<file path="src/core/ufc_pkg.sv">
// Package: constants, types and register map of the UART flow control unit.
package ufc_pkg;

	// ----------------------------------------
	// Widths
	// ----------------------------------------
	localparam int DATA_W = 8;
	localparam int ERR_W = 3;
	localparam int LEVEL_W = 7;

	// Received character with its three error status bits.
	typedef struct packed {
		logic [ERR_W-1:0] err;
		logic [DATA_W-1:0] data;
	} ufc_rx_char_s;

	// Flow character sender progress.
	typedef enum logic [1:0] {
		FS_IDLE,
		FS_SECOND
	} ufc_flow_e;

	// ----------------------------------------
	// Register byte offsets
	// ----------------------------------------
	localparam logic [7:0] OFS_DATA = 8'h00;
	localparam logic [7:0] OFS_IER = 8'h04;
	localparam logic [7:0] OFS_IIR_FCR = 8'h08;
	localparam logic [7:0] OFS_LCR = 8'h0C;
	localparam logic [7:0] OFS_MCR = 8'h10;
	localparam logic [7:0] OFS_STATUS = 8'h14;
	localparam logic [7:0] OFS_EFR = 8'h18;
	localparam logic [7:0] OFS_TCR = 8'h1C;
	localparam logic [7:0] OFS_TLR = 8'h20;
	localparam logic [7:0] OFS_ON1 = 8'h24;
	localparam logic [7:0] OFS_ON2 = 8'h28;
	localparam logic [7:0] OFS_OFF1 = 8'h2C;
	localparam logic [7:0] OFS_OFF2 = 8'h30;

	// ----------------------------------------
	// Field positions and codes
	// ----------------------------------------
	localparam int EFR_AUTO_CTS = 7;
	localparam int EFR_AUTO_RTS = 6;
	localparam int EFR_SPECIAL = 5;
	localparam int MCR_RTS = 1;
	localparam int MCR_XON_ANY = 5;
	localparam int IER_XOFF = 5;
	localparam int FCR_EN = 0;
	localparam logic [7:0] IIR_NONE = 8'h01;
	localparam logic [7:0] IIR_XOFF = 8'h10;
	localparam logic [7:0] RESET_CTRL = 8'h00;

	// Selectable trigger levels, indexed by the two-bit field.
	localparam logic [LEVEL_W-1:0] RX_TRIG0 = 7'h08;
	localparam logic [LEVEL_W-1:0] RX_TRIG1 = 7'h10;
	localparam logic [LEVEL_W-1:0] RX_TRIG2 = 7'h38;
	localparam logic [LEVEL_W-1:0] RX_TRIG3 = 7'h3C;
	localparam logic [LEVEL_W-1:0] TX_TRIG0 = 7'h08;
	localparam logic [LEVEL_W-1:0] TX_TRIG1 = 7'h10;
	localparam logic [LEVEL_W-1:0] TX_TRIG2 = 7'h20;
	localparam logic [LEVEL_W-1:0] TX_TRIG3 = 7'h38;
	localparam logic [LEVEL_W-1:0] TRIG_ONE = 7'h01;

endpackage : ufc_pkg

</file>
<file path="src/core/ufc_fifo.sv">
// Flip-flop FIFO with fill level, used for the receive and transmit queues.
`timescale 1ns/1ps
module ufc_fifo #(
	parameter int W = 8,
	parameter int DEPTH = 64
) (
	// Clock, reset and enable.
	input wire logic clk_sys,
	input wire logic rst,
	input wire logic ce,
	// Fill side.
	input wire logic push,
	input wire logic [W-1:0] din,
	// Drain side.
	input wire logic pop,
	output logic [W-1:0] dout,
	// Status.
	output logic [$clog2(DEPTH):0] level,
	output logic full,
	output logic empty
);
	localparam int AW = $clog2(DEPTH);

	logic [W-1:0] mem_q [DEPTH];
	logic [AW-1:0] wr_q;
	logic [AW-1:0] rd_q;
	logic [AW:0] level_q;
	logic do_push;
	logic do_pop;

	// Pushes into a full queue and pops from an empty one are ignored.
	assign do_push = push && !full;
	assign do_pop = pop && !empty;
	assign full = (level_q == (AW+1)'(DEPTH));
	assign empty = (level_q == '0);
	assign level = level_q;
	assign dout = mem_q[rd_q];

	// Storage has no reset; only pointers define content.
	always_ff @(posedge clk_sys) begin
		if (ce && do_push) begin
			mem_q[wr_q] <= din;
		end
	end

	// Pointers and level move together so level is always exact.
	always_ff @(posedge clk_sys or posedge rst) begin
		if (rst) begin
			wr_q <= '0;
			rd_q <= '0;
			level_q <= '0;
		end else if (ce) begin
			if (do_push) begin
				wr_q <= wr_q + 1'b1;
			end
			if (do_pop) begin
				rd_q <= rd_q + 1'b1;
			end
			level_q <= level_q + (AW+1)'(do_push) - (AW+1)'(do_pop);
		end
	end

endmodule : ufc_fifo

</file>
<file path="src/core/ufc_flow_top.sv">
// One UART channel's FIFOs with hardware and software flow control behind APB.
//
// Notes on behaviour
// - Receive and transmit queues hold 64 characters; receive entries keep three error bits.
// - After reset FIFOs are disabled, so both trigger levels are one character.
// - Trigger levels come from fifo_control selections or trigger_level nibbles, per direction.
// - enhanced_feature bit 7 enables automatic CTS, bit 6 automatic RTS.
// - With automatic CTS, a data character starts only while CTS is active; flow characters are not gated.
// - With automatic CTS on, CTS transitions raise no host event.
// - Automatic RTS is active below the halt threshold, dropped when reached.
// - Automatic RTS returns once the level falls to the resume threshold.
// - One more character after RTS drops is still accepted and stored.
// - enhanced_feature bits 3:2 choose which halt and resume characters are sent.
// - enhanced_feature bits 1:0 choose which characters the receiver compares.
// - Receive 11 matches either single character, or needs a pair when transmit is 11/00.
// - modem_control bit 5 lets any character resume a halted transmitter.
// - enhanced_feature bit 5 flags the second halt character without halting; it is stored.
// - Reading interrupt_identification clears the halt character flag.
// - A halt match stops transmission after the current character and flags it if enabled.
// - A resume match clears the flag and lets transmission continue.
// - Halt characters are sent when the receive level passes the halt threshold.
// - Resume characters are sent when the receive level reaches the resume threshold.
// - Flow characters are framed like data and cut to the word length.
// - Without automatic RTS, modem_control bit 1 drives RTS low; RTS is high after reset.
// - A pending halt flag reads as identification code 01 0000.
//
// The APB interface to the registers and the placing of the registers were chosen for this implementation.
`timescale 1ns/1ps
module ufc_flow_top
	import ufc_pkg::*;
#(
	parameter int FIFO_DEPTH = 64
) (
	// Clock, reset and enable.
	input wire logic clk_sys,
	input wire logic rst,
	input wire logic ce,
	// APB slave.
	input wire logic psel,
	input wire logic penable,
	input wire logic pwrite,
	input wire logic [7:0] paddr,
	input wire logic [31:0] pwdata,
	output logic [31:0] prdata,
	output logic pready,
	output logic pslverr,
	// Characters from the receiver.
	input wire logic rx_char_valid,
	input wire ufc_pkg::ufc_rx_char_s rx_char,
	// Characters to the transmitter.
	output logic tx_valid,
	output logic [7:0] tx_data,
	input wire logic tx_ready,
	// Modem pins and events.
	input wire logic cts_n,
	output logic rts_n,
	output logic cts_change,
	output logic xoff_int,
	// DMA requests.
	output logic rx_dma_request_n,
	output logic tx_dma_request_n
);
	import ufc_pkg::*;

	if (FIFO_DEPTH < 4 || FIFO_DEPTH > 64 || (FIFO_DEPTH & (FIFO_DEPTH - 1)) != 0) begin : g_chk
		$error("FIFO_DEPTH must be a power of two from 4 to 64");
	end

	// ----------------------------------------
	// Helper functions
	// ----------------------------------------

	// A four-bit threshold nibble counts in steps of four characters.
	function automatic logic [LEVEL_W-1:0] nib_level(input logic [3:0] nib);
		return {1'b0, nib, 2'b00};
	endfunction : nib_level

	// Keep only the low bits that the configured word length sends.
	function automatic logic [7:0] word_mask(input logic [7:0] d, input logic [1:0] wl);
		logic [7:0] m;
		m = 8'hFF >> (2'd3 - wl);
		return d & m;
	endfunction : word_mask

	// ----------------------------------------
	// Registers
	// ----------------------------------------
	logic [7:0] ier_q;
	logic [7:0] fcr_q;
	logic [7:0] lcr_q;
	logic [7:0] mcr_q;
	logic [7:0] efr_q;
	logic [7:0] tcr_q;
	logic [7:0] tlr_q;
	logic [7:0] on1_q;
	logic [7:0] on2_q;
	logic [7:0] off1_q;
	logic [7:0] off2_q;
	logic pready_q;
	logic pslverr_q;
	logic [31:0] prdata_q;
	logic [31:0] rd_d;
	logic hit_d;
	logic acc;
	logic done_wr;
	logic done_rd;

	// Flow state.
	logic sw_halt_q;
	logic flag_q;
	logic rts_halt_q;
	logic off_sent_q;
	logic pend_q;
	logic pend_off_q;
	logic off_first_q;
	logic on_first_q;
	logic cts_n_q;
	ufc_flow_e fs_q;
	logic out_full_q;
	logic out_free;
	logic out_flow_q;
	logic [7:0] out_data_q;

	// Queue wires.
	ufc_rx_char_s rxq_dout;
	logic [LEVEL_W-1:0] rx_level;
	logic [LEVEL_W-1:0] tx_level;
	logic rx_full;
	logic rx_empty;
	logic tx_full;
	logic tx_empty;
	logic [7:0] txq_dout;
	logic rx_push;
	logic rx_pop;
	logic tx_push;
	logic tx_pop;

	// ----------------------------------------
	// APB slave
	// ----------------------------------------

	// One wait state: read data is captured in the first access cycle, writes take effect as the transfer ends in the next.
	assign acc = psel && penable;
	assign done_wr = acc && pready_q && pwrite;
	assign done_rd = acc && pready_q && !pwrite;
	assign pready = pready_q;
	assign pslverr = pslverr_q;
	assign prdata = prdata_q;

	// Read multiplexer; unmapped addresses read zero and answer with an error.
	always_comb begin
		rd_d = '0;
		hit_d = 1'b1;
		case (paddr)
			OFS_DATA: rd_d = 32'(rxq_dout);
			OFS_IER: rd_d = 32'(ier_q);
			OFS_IIR_FCR: rd_d = 32'((flag_q && ier_q[IER_XOFF]) ? IIR_XOFF : IIR_NONE);
			OFS_LCR: rd_d = 32'(lcr_q);
			OFS_MCR: rd_d = 32'(mcr_q);
			OFS_STATUS: rd_d = {13'h0000, off_sent_q, rts_halt_q, sw_halt_q, 1'b0, tx_level,
				1'b0, rx_level};
			OFS_EFR: rd_d = 32'(efr_q);
			OFS_TCR: rd_d = 32'(tcr_q);
			OFS_TLR: rd_d = 32'(tlr_q);
			OFS_ON1: rd_d = 32'(on1_q);
			OFS_ON2: rd_d = 32'(on2_q);
			OFS_OFF1: rd_d = 32'(off1_q);
			OFS_OFF2: rd_d = 32'(off2_q);
			default: hit_d = 1'b0;
		endcase
	end

	// Handshake and answer registers.
	always_ff @(posedge clk_sys or posedge rst) begin
		if (rst) begin
			pready_q <= 1'b0;
			pslverr_q <= 1'b0;
			prdata_q <= 32'h0000_0000;
		end else if (ce) begin
			pready_q <= acc && !pready_q;
			if (acc && !pready_q) begin
				pslverr_q <= !hit_d;
				prdata_q <= pwrite ? 32'h0000_0000 : rd_d;
			end
		end
	end

	// Control registers; all cleared by reset so both FIFOs start disabled.
	always_ff @(posedge clk_sys or posedge rst) begin
		if (rst) begin
			ier_q <= RESET_CTRL;
			fcr_q <= RESET_CTRL;
			lcr_q <= RESET_CTRL;
			mcr_q <= RESET_CTRL;
			efr_q <= RESET_CTRL;
			tcr_q <= RESET_CTRL;
			tlr_q <= RESET_CTRL;
		end else if (ce && done_wr) begin
			case (paddr)
				OFS_IER: ier_q <= pwdata[7:0];
				OFS_IIR_FCR: fcr_q <= pwdata[7:0];
				OFS_LCR: lcr_q <= pwdata[7:0];
				OFS_MCR: mcr_q <= pwdata[7:0];
				OFS_EFR: efr_q <= pwdata[7:0];
				OFS_TCR: tcr_q <= pwdata[7:0];
				OFS_TLR: tlr_q <= pwdata[7:0];
				default: ;
			endcase
		end
	end

	// Flow characters keep their values through reset, as software loads them once.
	always_ff @(posedge clk_sys) begin
		if (ce && done_wr) begin
			case (paddr)
				OFS_ON1: on1_q <= pwdata[7:0];
				OFS_ON2: on2_q <= pwdata[7:0];
				OFS_OFF1: off1_q <= pwdata[7:0];
				OFS_OFF2: off2_q <= pwdata[7:0];
				default: ;
			endcase
		end
	end

	// ----------------------------------------
	// Queues
	// ----------------------------------------
	assign tx_push = done_wr && (paddr == OFS_DATA);
	assign rx_pop = done_rd && (paddr == OFS_DATA);

	// Receive queue carries the error bits beside each character.
	ufc_fifo #(.W(DATA_W + ERR_W), .DEPTH(FIFO_DEPTH)) u_rxq (
		.clk_sys(clk_sys),
		.rst(rst),
		.ce(ce),
		.push(rx_push),
		.din(rx_char),
		.pop(rx_pop),
		.dout(rxq_dout),
		.level(rx_level),
		.full(rx_full),
		.empty(rx_empty)
	);

	// Transmit queue.
	ufc_fifo #(.W(DATA_W), .DEPTH(FIFO_DEPTH)) u_txq (
		.clk_sys(clk_sys),
		.rst(rst),
		.ce(ce),
		.push(tx_push),
		.din(pwdata[7:0]),
		.pop(tx_pop),
		.dout(txq_dout),
		.level(tx_level),
		.full(tx_full),
		.empty(tx_empty)
	);

	// ----------------------------------------
	// Trigger levels and DMA requests
	// ----------------------------------------
	logic [LEVEL_W-1:0] rx_trig;
	logic [LEVEL_W-1:0] tx_trig;
	logic [LEVEL_W-1:0] tx_space;

	// A nonzero trigger_level nibble overrides the fifo_control selection.
	always_comb begin
		rx_trig = TRIG_ONE;
		tx_trig = TRIG_ONE;
		if (fcr_q[FCR_EN]) begin
			case (fcr_q[7:6])
				2'd0: rx_trig = RX_TRIG0;
				2'd1: rx_trig = RX_TRIG1;
				2'd2: rx_trig = RX_TRIG2;
				default: rx_trig = RX_TRIG3;
			endcase
			case (fcr_q[5:4])
				2'd0: tx_trig = TX_TRIG0;
				2'd1: tx_trig = TX_TRIG1;
				2'd2: tx_trig = TX_TRIG2;
				default: tx_trig = TX_TRIG3;
			endcase
			if (tlr_q[7:4] != 4'h0) begin
				rx_trig = nib_level(tlr_q[7:4]);
			end
			if (tlr_q[3:0] != 4'h0) begin
				tx_trig = nib_level(tlr_q[3:0]);
			end
		end
	end

	assign tx_space = LEVEL_W'(FIFO_DEPTH) - tx_level;
	assign rx_dma_request_n = !(rx_level >= rx_trig);
	assign tx_dma_request_n = !(tx_space >= tx_trig);

	// ----------------------------------------
	// Hardware flow control
	// ----------------------------------------
	logic auto_cts;
	logic auto_rts;
	logic [LEVEL_W-1:0] halt_lvl;
	logic [LEVEL_W-1:0] resume_lvl;

	assign auto_cts = efr_q[EFR_AUTO_CTS];
	assign auto_rts = efr_q[EFR_AUTO_RTS];
	assign halt_lvl = nib_level(tcr_q[3:0]);
	assign resume_lvl = nib_level(tcr_q[7:4]);

	// Hysteresis between the halt and resume levels avoids RTS chatter.
	always_ff @(posedge clk_sys or posedge rst) begin
		if (rst) begin
			rts_halt_q <= 1'b0;
		end else if (ce) begin
			if (rx_level >= halt_lvl) begin
				rts_halt_q <= 1'b1;
			end else if (rx_level <= resume_lvl) begin
				rts_halt_q <= 1'b0;
			end
		end
	end

	// Reset clears modem_control, so RTS starts high.
	assign rts_n = auto_rts ? rts_halt_q : !mcr_q[MCR_RTS];

	// CTS edges are reported only when the transmitter is not gated by them.
	always_ff @(posedge clk_sys or posedge rst) begin
		if (rst) begin
			cts_n_q <= 1'b1;
			cts_change <= 1'b0;
		end else if (ce) begin
			cts_n_q <= cts_n;
			cts_change <= (cts_n != cts_n_q) && !auto_cts;
		end
	end

	// ----------------------------------------
	// Software flow control, receive side
	// ----------------------------------------
	logic [1:0] rxm;
	logic [1:0] txm;
	logic seq;
	logic is_off1;
	logic is_off2;
	logic is_on1;
	logic is_on2;
	logic special;
	logic off_hit;
	logic on_hit;
	logic any_hit;
	logic consume;
	logic iir_read;

	assign rxm = efr_q[1:0];
	assign txm = efr_q[3:2];
	assign seq = (rxm == 2'b11) && (txm == 2'b11 || txm == 2'b00);
	assign is_off1 = rx_char.data == off1_q;
	assign is_off2 = rx_char.data == off2_q;
	assign is_on1 = rx_char.data == on1_q;
	assign is_on2 = rx_char.data == on2_q;
	assign special = rx_char_valid && efr_q[EFR_SPECIAL] && is_off2;

	// Receive compare selection, single or paired.
	always_comb begin
		off_hit = 1'b0;
		on_hit = 1'b0;
		case (rxm)
			2'b10: begin
				off_hit = is_off1;
				on_hit = is_on1;
			end
			2'b01: begin
				off_hit = is_off2;
				on_hit = is_on2;
			end
			2'b11: begin
				off_hit = seq ? (off_first_q && is_off2) : (is_off1 || is_off2);
				on_hit = seq ? (on_first_q && is_on2) : (is_on1 || is_on2);
			end
			default: ;
		endcase
		off_hit = off_hit && rx_char_valid && !special;
		on_hit = on_hit && rx_char_valid;
	end

	// Any other character resumes a halted transmitter when enabled.
	assign any_hit = rx_char_valid && sw_halt_q && mcr_q[MCR_XON_ANY] && !off_hit && !on_hit;
	// Flow characters are swallowed; the special character and data are stored.
	assign consume = (rxm != 2'b00) && !special
		&& (is_off1 || is_off2 || is_on1 || is_on2);
	// Storing continues while there is room, so the one late character still fits.
	assign rx_push = rx_char_valid && !consume;
	assign iir_read = done_rd && (paddr == OFS_IIR_FCR);

	// Halt, resume and pair tracking.
	always_ff @(posedge clk_sys or posedge rst) begin
		if (rst) begin
			sw_halt_q <= 1'b0;
			off_first_q <= 1'b0;
			on_first_q <= 1'b0;
		end else if (ce) begin
			if (rx_char_valid) begin
				off_first_q <= is_off1;
				on_first_q <= is_on1;
			end
			if (off_hit) begin
				sw_halt_q <= 1'b1;
			end else if (on_hit || any_hit) begin
				sw_halt_q <= 1'b0;
			end
		end
	end

	// Halt character flag: a new match wins over a clear in the same cycle.
	always_ff @(posedge clk_sys or posedge rst) begin
		if (rst) begin
			flag_q <= 1'b0;
		end else if (ce) begin
			if ((off_hit || special) && ier_q[IER_XOFF]) begin
				flag_q <= 1'b1;
			end else if (iir_read || on_hit || any_hit) begin
				flag_q <= 1'b0;
			end
		end
	end

	assign xoff_int = flag_q && ier_q[IER_XOFF];

	// ----------------------------------------
	// Software flow control, transmit side
	// ----------------------------------------

	// Queue a halt request past the halt level and a resume request at the resume level.
	always_ff @(posedge clk_sys or posedge rst) begin
		if (rst) begin
			off_sent_q <= 1'b0;
			pend_q <= 1'b0;
			pend_off_q <= 1'b0;
		end else if (ce) begin
			if (txm == 2'b00) begin
				off_sent_q <= 1'b0;
				pend_q <= 1'b0;
			end else if (!off_sent_q && rx_level > halt_lvl) begin
				off_sent_q <= 1'b1;
				pend_q <= 1'b1;
				pend_off_q <= 1'b1;
			end else if (off_sent_q && rx_level <= resume_lvl) begin
				off_sent_q <= 1'b0;
				pend_q <= 1'b1;
				pend_off_q <= 1'b0;
			end else if (fs_q == FS_IDLE && out_free && pend_q) begin
				pend_q <= 1'b0;
			end
		end
	end

	// ----------------------------------------
	// Transmit output stage
	// ----------------------------------------
	logic data_ok;
	logic [7:0] first_char;
	logic [7:0] second_char;

	assign out_free = !out_full_q || (tx_valid && tx_ready);
	assign data_ok = !sw_halt_q && !(auto_cts && cts_n);
	// A held data character waits here, re-checking CTS before it starts.
	assign tx_valid = out_full_q && (out_flow_q || data_ok);
	assign tx_data = out_data_q;
	assign tx_pop = out_free && fs_q == FS_IDLE && !pend_q && !tx_empty && data_ok;
	assign first_char = pend_off_q ? (txm[1] ? off1_q : off2_q) : (txm[1] ? on1_q : on2_q);
	assign second_char = pend_off_q ? off2_q : on2_q;

	// Flow characters jump ahead of queued data; pairs go out first then second.
	always_ff @(posedge clk_sys or posedge rst) begin
		if (rst) begin
			fs_q <= FS_IDLE;
			out_full_q <= 1'b0;
			out_flow_q <= 1'b0;
			out_data_q <= 8'h00;
		end else if (ce && out_free) begin
			out_full_q <= 1'b1;
			out_flow_q <= 1'b1;
			case (fs_q)
				FS_SECOND: begin
					out_data_q <= word_mask(second_char, lcr_q[1:0]);
					fs_q <= FS_IDLE;
				end
				default: begin
					if (pend_q) begin
						out_data_q <= word_mask(first_char, lcr_q[1:0]);
						fs_q <= (txm == 2'b11) ? FS_SECOND : FS_IDLE;
					end else if (tx_pop) begin
						out_data_q <= word_mask(txq_dout, lcr_q[1:0]);
						out_flow_q <= 1'b0;
					end else begin
						out_full_q <= 1'b0;
						out_flow_q <= 1'b0;
					end
				end
			endcase
		end
	end

endmodule : ufc_flow_top

</file>
<file path="config.mk">
export PLATFORM = sky130hd
export DESIGN_NAME = ufc_flow_top
export DESIGN_NICKNAME = d
export VERILOG_FILES = /design/src/core/ufc_pkg.sv /design/src/core/ufc_fifo.sv /design/src/core/ufc_flow_top.sv
export SDC_FILE = /design/constraint.sdc
export NUM_CORES = 2
export LEC_CHECK = 0
export ABC_AREA = 1
export BUFFER_PORTS_ARGS = -buffer_cell sky130_fd_sc_hd__buf_2
export CORE_AREA = 4 4 392 394
export CTS_CLUSTER_DIAMETER = 150
export DETAILED_ROUTE_END_ITERATION = 12
export DIE_AREA = 0 0 396 398
export GPL_TIMING_DRIVEN = 0
export PLACE_DENSITY_LB_ADDON = 0.25
export SLEW_MARGIN = 20
export SYNTH_ARGS = -nofsm -noshare
export SYNTH_HDL_FRONTEND = slang
export SYNTH_SLANG_ARGS = --single-unit
</file>
<file path="constraint.sdc">
create_clock -name clk_sys -period 4.6 [get_ports clk_sys]
set_input_delay 0 -clock clk_sys [delete_from_list [all_inputs] [get_ports clk_sys]]
set_output_delay 0 -clock clk_sys [all_outputs]
set_load 0.01 [all_outputs]
</file>
## Yosys cells after proc, flatten, opt, wreduce, memory -nomap -nowiden

Memory sizes are Yosys's and may differ from the RTL's.
Index checks and enable logic that the tools add are counted.

| cells by class | value |
|---|---|
| reduce and logical (&&, ||, !) cells | 120 |
| add/subtract/negate cells | 10 |
| eq/ne operators | 28 |
| bitwise operators | 4 |
| multiplexer cells | 47 |
| shift operators | 1 |
| magnitude comparators | 5 |

Operators with widths:

| operator | count |
|---|---|
| one-hot mux 19 bit (13 select lines) | 1 |
| 2-to-1 mux 8 bit | 7 |
| AND reduction 2 bit | 24 |
| logical AND 1 bit | 45 |
| == test 8 x 6 -> 1 bit (second input constant) | 5 |
| one-hot mux 6 bit (3 select lines) | 2 |
| == test 8 x 5 -> 1 bit (second input constant) | 4 |
| == test 8 bit | 4 |
| 2-to-1 mux 32 bit | 1 |
| 2-to-1 mux 7 bit | 4 |
| 2-to-1 mux 1 bit | 27 |
| adder 6 x 1 -> 6 bit (second input constant) | 4 |
| AND 8 bit | 3 |
| logical NOT 1 bit | 20 |
| == test 8 x 4 -> 1 bit (second input constant) | 2 |
| adder 7 x 1 -> 7 bit | 2 |
| == test 7 bit (second input constant) | 2 |
| >= comparator 7 bit | 2 |
| logical NOT 7 bit | 2 |
| subtractor 7 x 1 -> 7 bit | 2 |
| OR reduction 13 bit | 1 |
| nonzero test 2 bit | 6 |
| nonzero test 4 bit | 3 |
| logical OR 1 bit | 11 |
| 18 further kinds | 31 |

| word-level totals | value |
|---|---|
| word-level logic and storage cells | 251 |
| memory bits (writable) | 1216 |
| memories kept | 2 |
| register bits | 182 |
| bits of input ports | 60 |
| output and inout bits | 48 |

Memory list:

| name | depth | width | rd ports | clocked after memory_dff | wr ports | RTL line | source |
|---|---|---|---|---|---|---|---|
| u_rxq.mem_q | 64 | 11 | 1 | 0 | 1 | ufc_fifo.sv:24 | `logic [W-1:0] mem_q [DEPTH];` |
| u_txq.mem_q | 64 | 8 | 1 | 0 | 1 | ufc_fifo.sv:24 |  |

## Depth between registers and ports, before layout

| depth | value |
|---|---|
| depth after elaboration | 14 |
| depth in mapped cells | 22 |
| depth with buffers taken out | 21 |

## Hierarchy

Synthesis repeated with hierarchy kept, for this count alone.

| second synthesis, totals | value |
|---|---|
| cell total of the unflattened synthesis | 5418 |
| area total of the unflattened synthesis | 58792.6 um^2 |

By module, submodules not included:

| module | area an instance (um^2) | times used | cells an instance | sequential area each (um^2) |
|---|---|---|---|---|
| ufc_fifo at u_rxq | 29662.2 | 1 | 2588 | 21615.7 |
| ufc_fifo at u_txq | 22006.1 | 1 | 1943 | 15850.2 |
| ufc_flow_top | 7124.3 | 1 | 887 | 3314.4 |

## Least setup slack after synthesis

No wires, ideal clock.

| timing path | value |
|---|---|
| kind | flip-flop to flip-flop |
| start point | register u_rxq.level_q[5] (netlist: u_rxq.level[5]) |
| end point | register u_rxq.level_q[6] (netlist: u_rxq.level[6]) |
| library setup time | 0.131 ns |
| period minus slack after synthesis | 3.019 ns |
| cell stages (with the launch flop) | 20 |
| arrival time | 2.889 ns |
| setup slack | 1.581 ns |
| cells stage by stage | dfrtp_1 inv_1 ha_1 nand2_1 o21ai_0 inv_1 buf_1 and2_1 ha_1 inv_1 fa_1 inv_1 nand2_1 a21oi_1 o21ai_0 a21oi_1 nor2_1 a21oi_1 o21ai_0 xor2_1 |

| between the ends | value |
|---|---|
| word-level cells in the longest chain between the ends | 5 |
| elaborated cells between the ends (all ways) | 8 |
| those cells by class | 2 x add/sub; 1 x eq/ne; 5 x reduce/logical |

RTL lines:

| element | RTL line | source |
|---|---|---|
| start, declared | ufc_fifo.sv:27 | `logic [AW:0] level_q;` |
| start signal, assigned | ufc_fifo.sv:59 | `level_q <= level_q + (AW+1)'(do_push) - (AW+1)'(do_pop);` |
| == test 7 bit | ufc_fifo.sv:34 | `assign full = (level_q == (AW+1)'(DEPTH));` |
| logical NOT 1 bit | ufc_fifo.sv:32 | `assign do_push = push && !full;` |
| logical AND 1 bit | ufc_fifo.sv:32 |  |
| adder 7 x 1 -> 7 bit | ufc_fifo.sv:59 |  |
| subtractor 7 x 1 -> 7 bit (*) | ufc_fifo.sv:59 |  |

Every way passes the cells marked *; elsewhere a longest branch is shown, timed or not.
A chain may end at the register's enable or synchronous reset.

## Worst setup path after layout

| timing path | value |
|---|---|
| start point | input rx_char[6] in the netlist's numbering |
| end point | register u_rxq.level_q[6] (netlist: u_rxq.level[6]) |

| between the ends | value |
|---|---|
| word-level cells in the longest chain between the ends | 10 |
| elaborated cells between the ends (all ways) | 16 |
| those cells by class | 2 x add/sub; 4 x eq/ne; 10 x reduce/logical |

RTL lines:

| element | RTL line | source |
|---|---|---|
| start, declared | ufc_flow_top.sv:49 | `input wire ufc_pkg::ufc_rx_char_s rx_char,` |
| == test 8 bit (on tied branches) | ufc_flow_top.sv:357, ufc_flow_top.sv:356 |  |
| logical AND 1 bit or logical OR 1 bit (tied branches) | ufc_flow_top.sv:360, ufc_flow_top.sv:389 |  |
| logical NOT 1 bit or logical OR 1 bit (tied branches) | ufc_flow_top.sv:388, ufc_flow_top.sv:389 |  |
| logical AND 1 bit or logical OR 1 bit (tied branches) | ufc_flow_top.sv:388, ufc_flow_top.sv:389 |  |
| logical AND 1 bit (*) | ufc_flow_top.sv:389 | `&& (is_off1 \|\| is_off2 \|\| is_on1 \|\| is_on2);` |
| logical NOT 1 bit (*) | ufc_flow_top.sv:391 | `assign rx_push = rx_char_valid && !consume;` |
| logical AND 1 bit (*) | ufc_flow_top.sv:391 |  |
| logical AND 1 bit (*) | ufc_fifo.sv:32 |  |
| adder 7 x 1 -> 7 bit (*) | ufc_fifo.sv:59 |  |
| subtractor 7 x 1 -> 7 bit (*) | ufc_fifo.sv:59 |  |

Marked as above.

==> results_dict.tcl <==
set metrics [dict create \
    critPathArrivalTime_ns 4.70 \
    antenna_found_initial 5 \
    power.internal_uw 22400 \
    grtUsageTotal 0.262 \
    die_area_um2 158000 \
    antenna_left 0 \
    wire_per_inst_um 28.1 \
    drt-initial-drc-count 6216 \
    gr-total-overflow 0 \
    coreArea_um2 150000 \
    path_buf_inv 6 \
    crit_slowest_cell "buf_4" \
    tns_ns 0 \
    drive_above_1_share 0.101 \
    final_cell_area_um2 67200 \
    path_common_cell "a21oi_1" \
    crit_chain "dlygate4sd3_1, buf_4, buf_2, xnor2_1, nand2_1, nor2_1, nand3_1, o221ai_1, buf_4, and2_1, ha_1, inv_1, fa_1, inv_1, nand2_1, a21oi_1, o21ai_0, a21oi_1, nor2_1, a21oi_1, o21ai_0, xor2_1" \
    cp.required_ns 5.27 \
    gp_congestion 1.04 \
    dr_total_vias 42643 \
    wl_mm 211 \
    worst-path-max-fanout 65 \
    crit_path_end_kind "register" \
    fmax_ghz 0.248 \
    grt_pass1_wl_mm 294 \
    skew_ns 0.0569 \
    cts-resized-gates 0 \
    ys.warnings.count 0 \
    cts_tree "yes" \
    finalMaxSlewViolations 0 \
    drt_pass1_iterations 6 \
    synth_edf_count 1248 \
    clock_sinks 1380 \
    rsz0062_at_grt "no" \
    path_class "in2reg" \
    layout_min_cycle_time_ns 4.03 \
    yosysUniqueCellTypes 55 \
    ys_seq_area_frac 0.699 \
    pwr-share-clk 0.354 \
    die_x_um 396 \
    die_h_um 398 \
    p_sw_frac 0.327 \
    worstRegToRegCells 14 \
    hold_violations 0 \
    root_buffer "clkbuf_16" \
    seq_power_share 0.422 \
    fin_total_pwr_uw 33300 \
    syn_avg_cell_area_um2 11.5 \
    cts_buffers 151 \
    hp-class "in2reg" \
    maxSlewHeadroom 0.190 \
    post_cts_buffers 0 \
    cap_violations 0 \
    placed_area_um2 62000 \
    worstMarginPinSlew_ns 1.22 \
    combPwrFrac 0.223 \
    dp_hpwl_mm 146 \
    hold_buffers 43 \
    p_sw_uw 10900 \
    area_delta_synth_final_pct 15.3 \
    io_buffers 69 \
    r2r-start "u_rxq.rd_q[2]" \
    cp_num_cells 22 \
    cp-endpoint "u_rxq.level[6]" \
    max_stage_delay_ns 0.60 \
    worstSkewPairLatency_ns 0.80 \
    start_util 0.389 \
    clk_pin_slew_worst_paths_ns 0.06 \
    rr_endpoint "prdata[10]" \
    rrSetupSlack_ns 0.60 \
    drc 0 \
    hold-worst-slack_ns 0.0815 \
    leakagePower_uw 0.0234 \
    clk_path_buf_depth 3 \
    synthFlopType "edfxtp_1" \
    async_reset_ff_frac 0.0957 \
    core.rowCount 142 \
    first_global_vias 39506 \
    nNetsFinal 5477 \
    ys_ff_latch 1380 \
    num_io_pins 108 \
    syn_inst 5055 \
    netlist_area_um2 58300 \
    report.final.setup_viol 0 \
    crit_path_start_kind "input pin" \
    outcome "finished clean" \
    period_share 0.876 \
    critical-path-top-delay-family "buffers and inverters" \
    powerDensity_nw_per_um2 495 \
    drt-vias-per-instance 5.68 \
    ir_drop_mv 0.383 \
    htree_levels 4 \
    grt_start_max_net_pins 72 \
    critPathLaunch "rx_char[6]" \
]
## power groups by stage
stage	Sequential (uW)	Clock (uW)	Combinational, uW
4_1_cts	14100	11900	7270
2_1_floorplan	14300	0	3850
6_report	14100	11800	7430
3_5_place_dp	14300	0	7210
3_3_place_gp	14300	0	7080
5_1_grt	14100	12400	7850
## how the worst min path moves through the flow
stage | slack, ns | start | depth (start not counted) | to
after floorplan | 0.1 | cts_n | 2 | cts_n_q
after global placement | 0.24 | cts_n | 3 | cts_n_q
after detailed placement | 0.08 | rst | 2 | fcr_q[6]
after CTS | 0.01 | paddr[7] | 6 | off1_q[0]
after global routing | 0.11 | paddr[7] | 6 | off1_q[1]
final | 0.08 | paddr[7] | 8 | u_rxq.rd_q[1]
## kinds of logic after synthesis
group	Yosys count	synth area share
AO/OA/AOI/OAI	1155	0.110
XOR/XNOR	44	0.00661
adder cells (fa/ha/maj)	50	0.0110
buffers and inverters	510	0.0391
flip-flops	1380	0.699
multiplexers	5	0.000858
other	1	0.0000643
AND/OR/NAND/NOR	1910	0.133
## layer usage
layer  share of wire  global-route usage
met1            0.40               0.366
met3            0.10              0.0446
met4           0.044               0.106
met5               0                   0
met2            0.45               0.408
## flip-flops by register name, summed over array words and instances, names as in the netlist, 5 cells and up
signal and flops:
on2_q 8, efr_q 8, on1_q 8, off1_q 8
fcr_q 5, u_rxq.mem_q 704, off2_q 8, tx_data 8
tlr_q 8, prdata 18, u_rxq.level 7, u_txq.level 7
ier_q 8, mcr_q 8, u_txq.wr_q 6, u_txq.mem_q 512
tcr_q 8, u_rxq.wr_q 6, lcr_q 8, u_txq.rd_q 6
u_rxq.rd_q 6
## area by class of cell
cell class                 instances  area [um2]
timing repair buffer             146        1370
buffer                           299        1480
antenna                            2        5.00
inverter                         211         802
tap                             2016        2520
clock buffer                     200        4060
multi-input combinational       3178       15500
fill                           13873       82600
clock inverter                    70         718
sequential                      1380       40800
## layout by cell type (no fill, tap or decap), types with 6 or more instances in the layout
| cell type | count |
|---|---|
| edfxtp_1 | 1248 |
| nor2_1 | 962 |
| o21ai_0 | 674 |
| nand2_1 | 620 |
| clkbuf_1 | 197 |
| inv_1 | 195 |
| nand3_1 | 189 |
| o211ai_1 | 153 |
| clkbuf_16 | 153 |
| dfrtp_1 | 131 |
| buf_2 | 125 |
| a21oi_1 | 112 |
| o22ai_1 | 97 |
| o21ai_1 | 67 |
| nor2_2 | 64 |
| buf_4 | 55 |
| ha_1 | 48 |
| dlygate4sd3_1 | 43 |
| clkinv_1 | 27 |
| buf_6 | 27 |
| xor2_1 | 22 |
| xnor2_1 | 22 |
| a22oi_1 | 22 |
| clkinv_2 | 22 |
| nand4_1 | 18 |
| buf_1 | 15 |
| conb_1 | 14 |
| inv_2 | 11 |
| buf_12 | 11 |
| buf_8 | 11 |
| nor3_1 | 8 |
| o2111ai_1 | 8 |
| or2_2 | 7 |
| nand4_2 | 7 |
| bufinv_16 | 7 |
| nor3_2 | 6 |
| a31oi_1 | 6 |
## metrics by stage
stage / utilization / instances / worst slack, ns
4_1_cts: 0.449 / 7500 / 0.640
3_3_place_gp: 0.409 / 7153 / -1.12
3_5_place_dp: 0.414 / 7187 / 0.441
2_1_floorplan: - / 5068 / 1.08
6_report: 0.449 / 7502 / 0.572
5_1_grt: 0.449 / 7500 / 0.293
## worst register-to-register path, cell delays in order, from the launching register on
cell and delay (ns):
dfrtp_1 0.35, buf_2 0.20, nand2_1 0.20, clkbuf_1 0.54
clkbuf_1 0.63, a21oi_1 0.25, nor2_1 0.41, nand2_1 0.18
nand2_1 0.09, nand2_1 0.09, nand3_1 0.17, nand2_1 0.09
nand2_1 0.07, nand2_1 0.05, dlygate4sd3_1 0.55
## synthesized netlist by cell type, drive strengths merged (7+ instances only)
cell type | instances | area share
edfxtp | 1248 | 0.64
xor2 | 22 | 0.0033
inv | 208 | 0.013
o22ai | 97 | 0.010
o211ai | 153 | 0.020
nand3 | 192 | 0.017
ha | 48 | 0.010
buf | 143 | 0.015
nand4 | 25 | 0.0034
dfrtp | 131 | 0.056
o21ai | 742 | 0.064
xnor2 | 22 | 0.0033
or2 | 7 | 0.00075
nand2 | 624 | 0.040
o2111ai | 9 | 0.0015
a21oi | 112 | 0.0096
clkbuf | 156 | 0.010
nor2 | 1032 | 0.067
a22oi | 22 | 0.0028
nor3 | 18 | 0.0025
(Power assumes the default switching activity.)
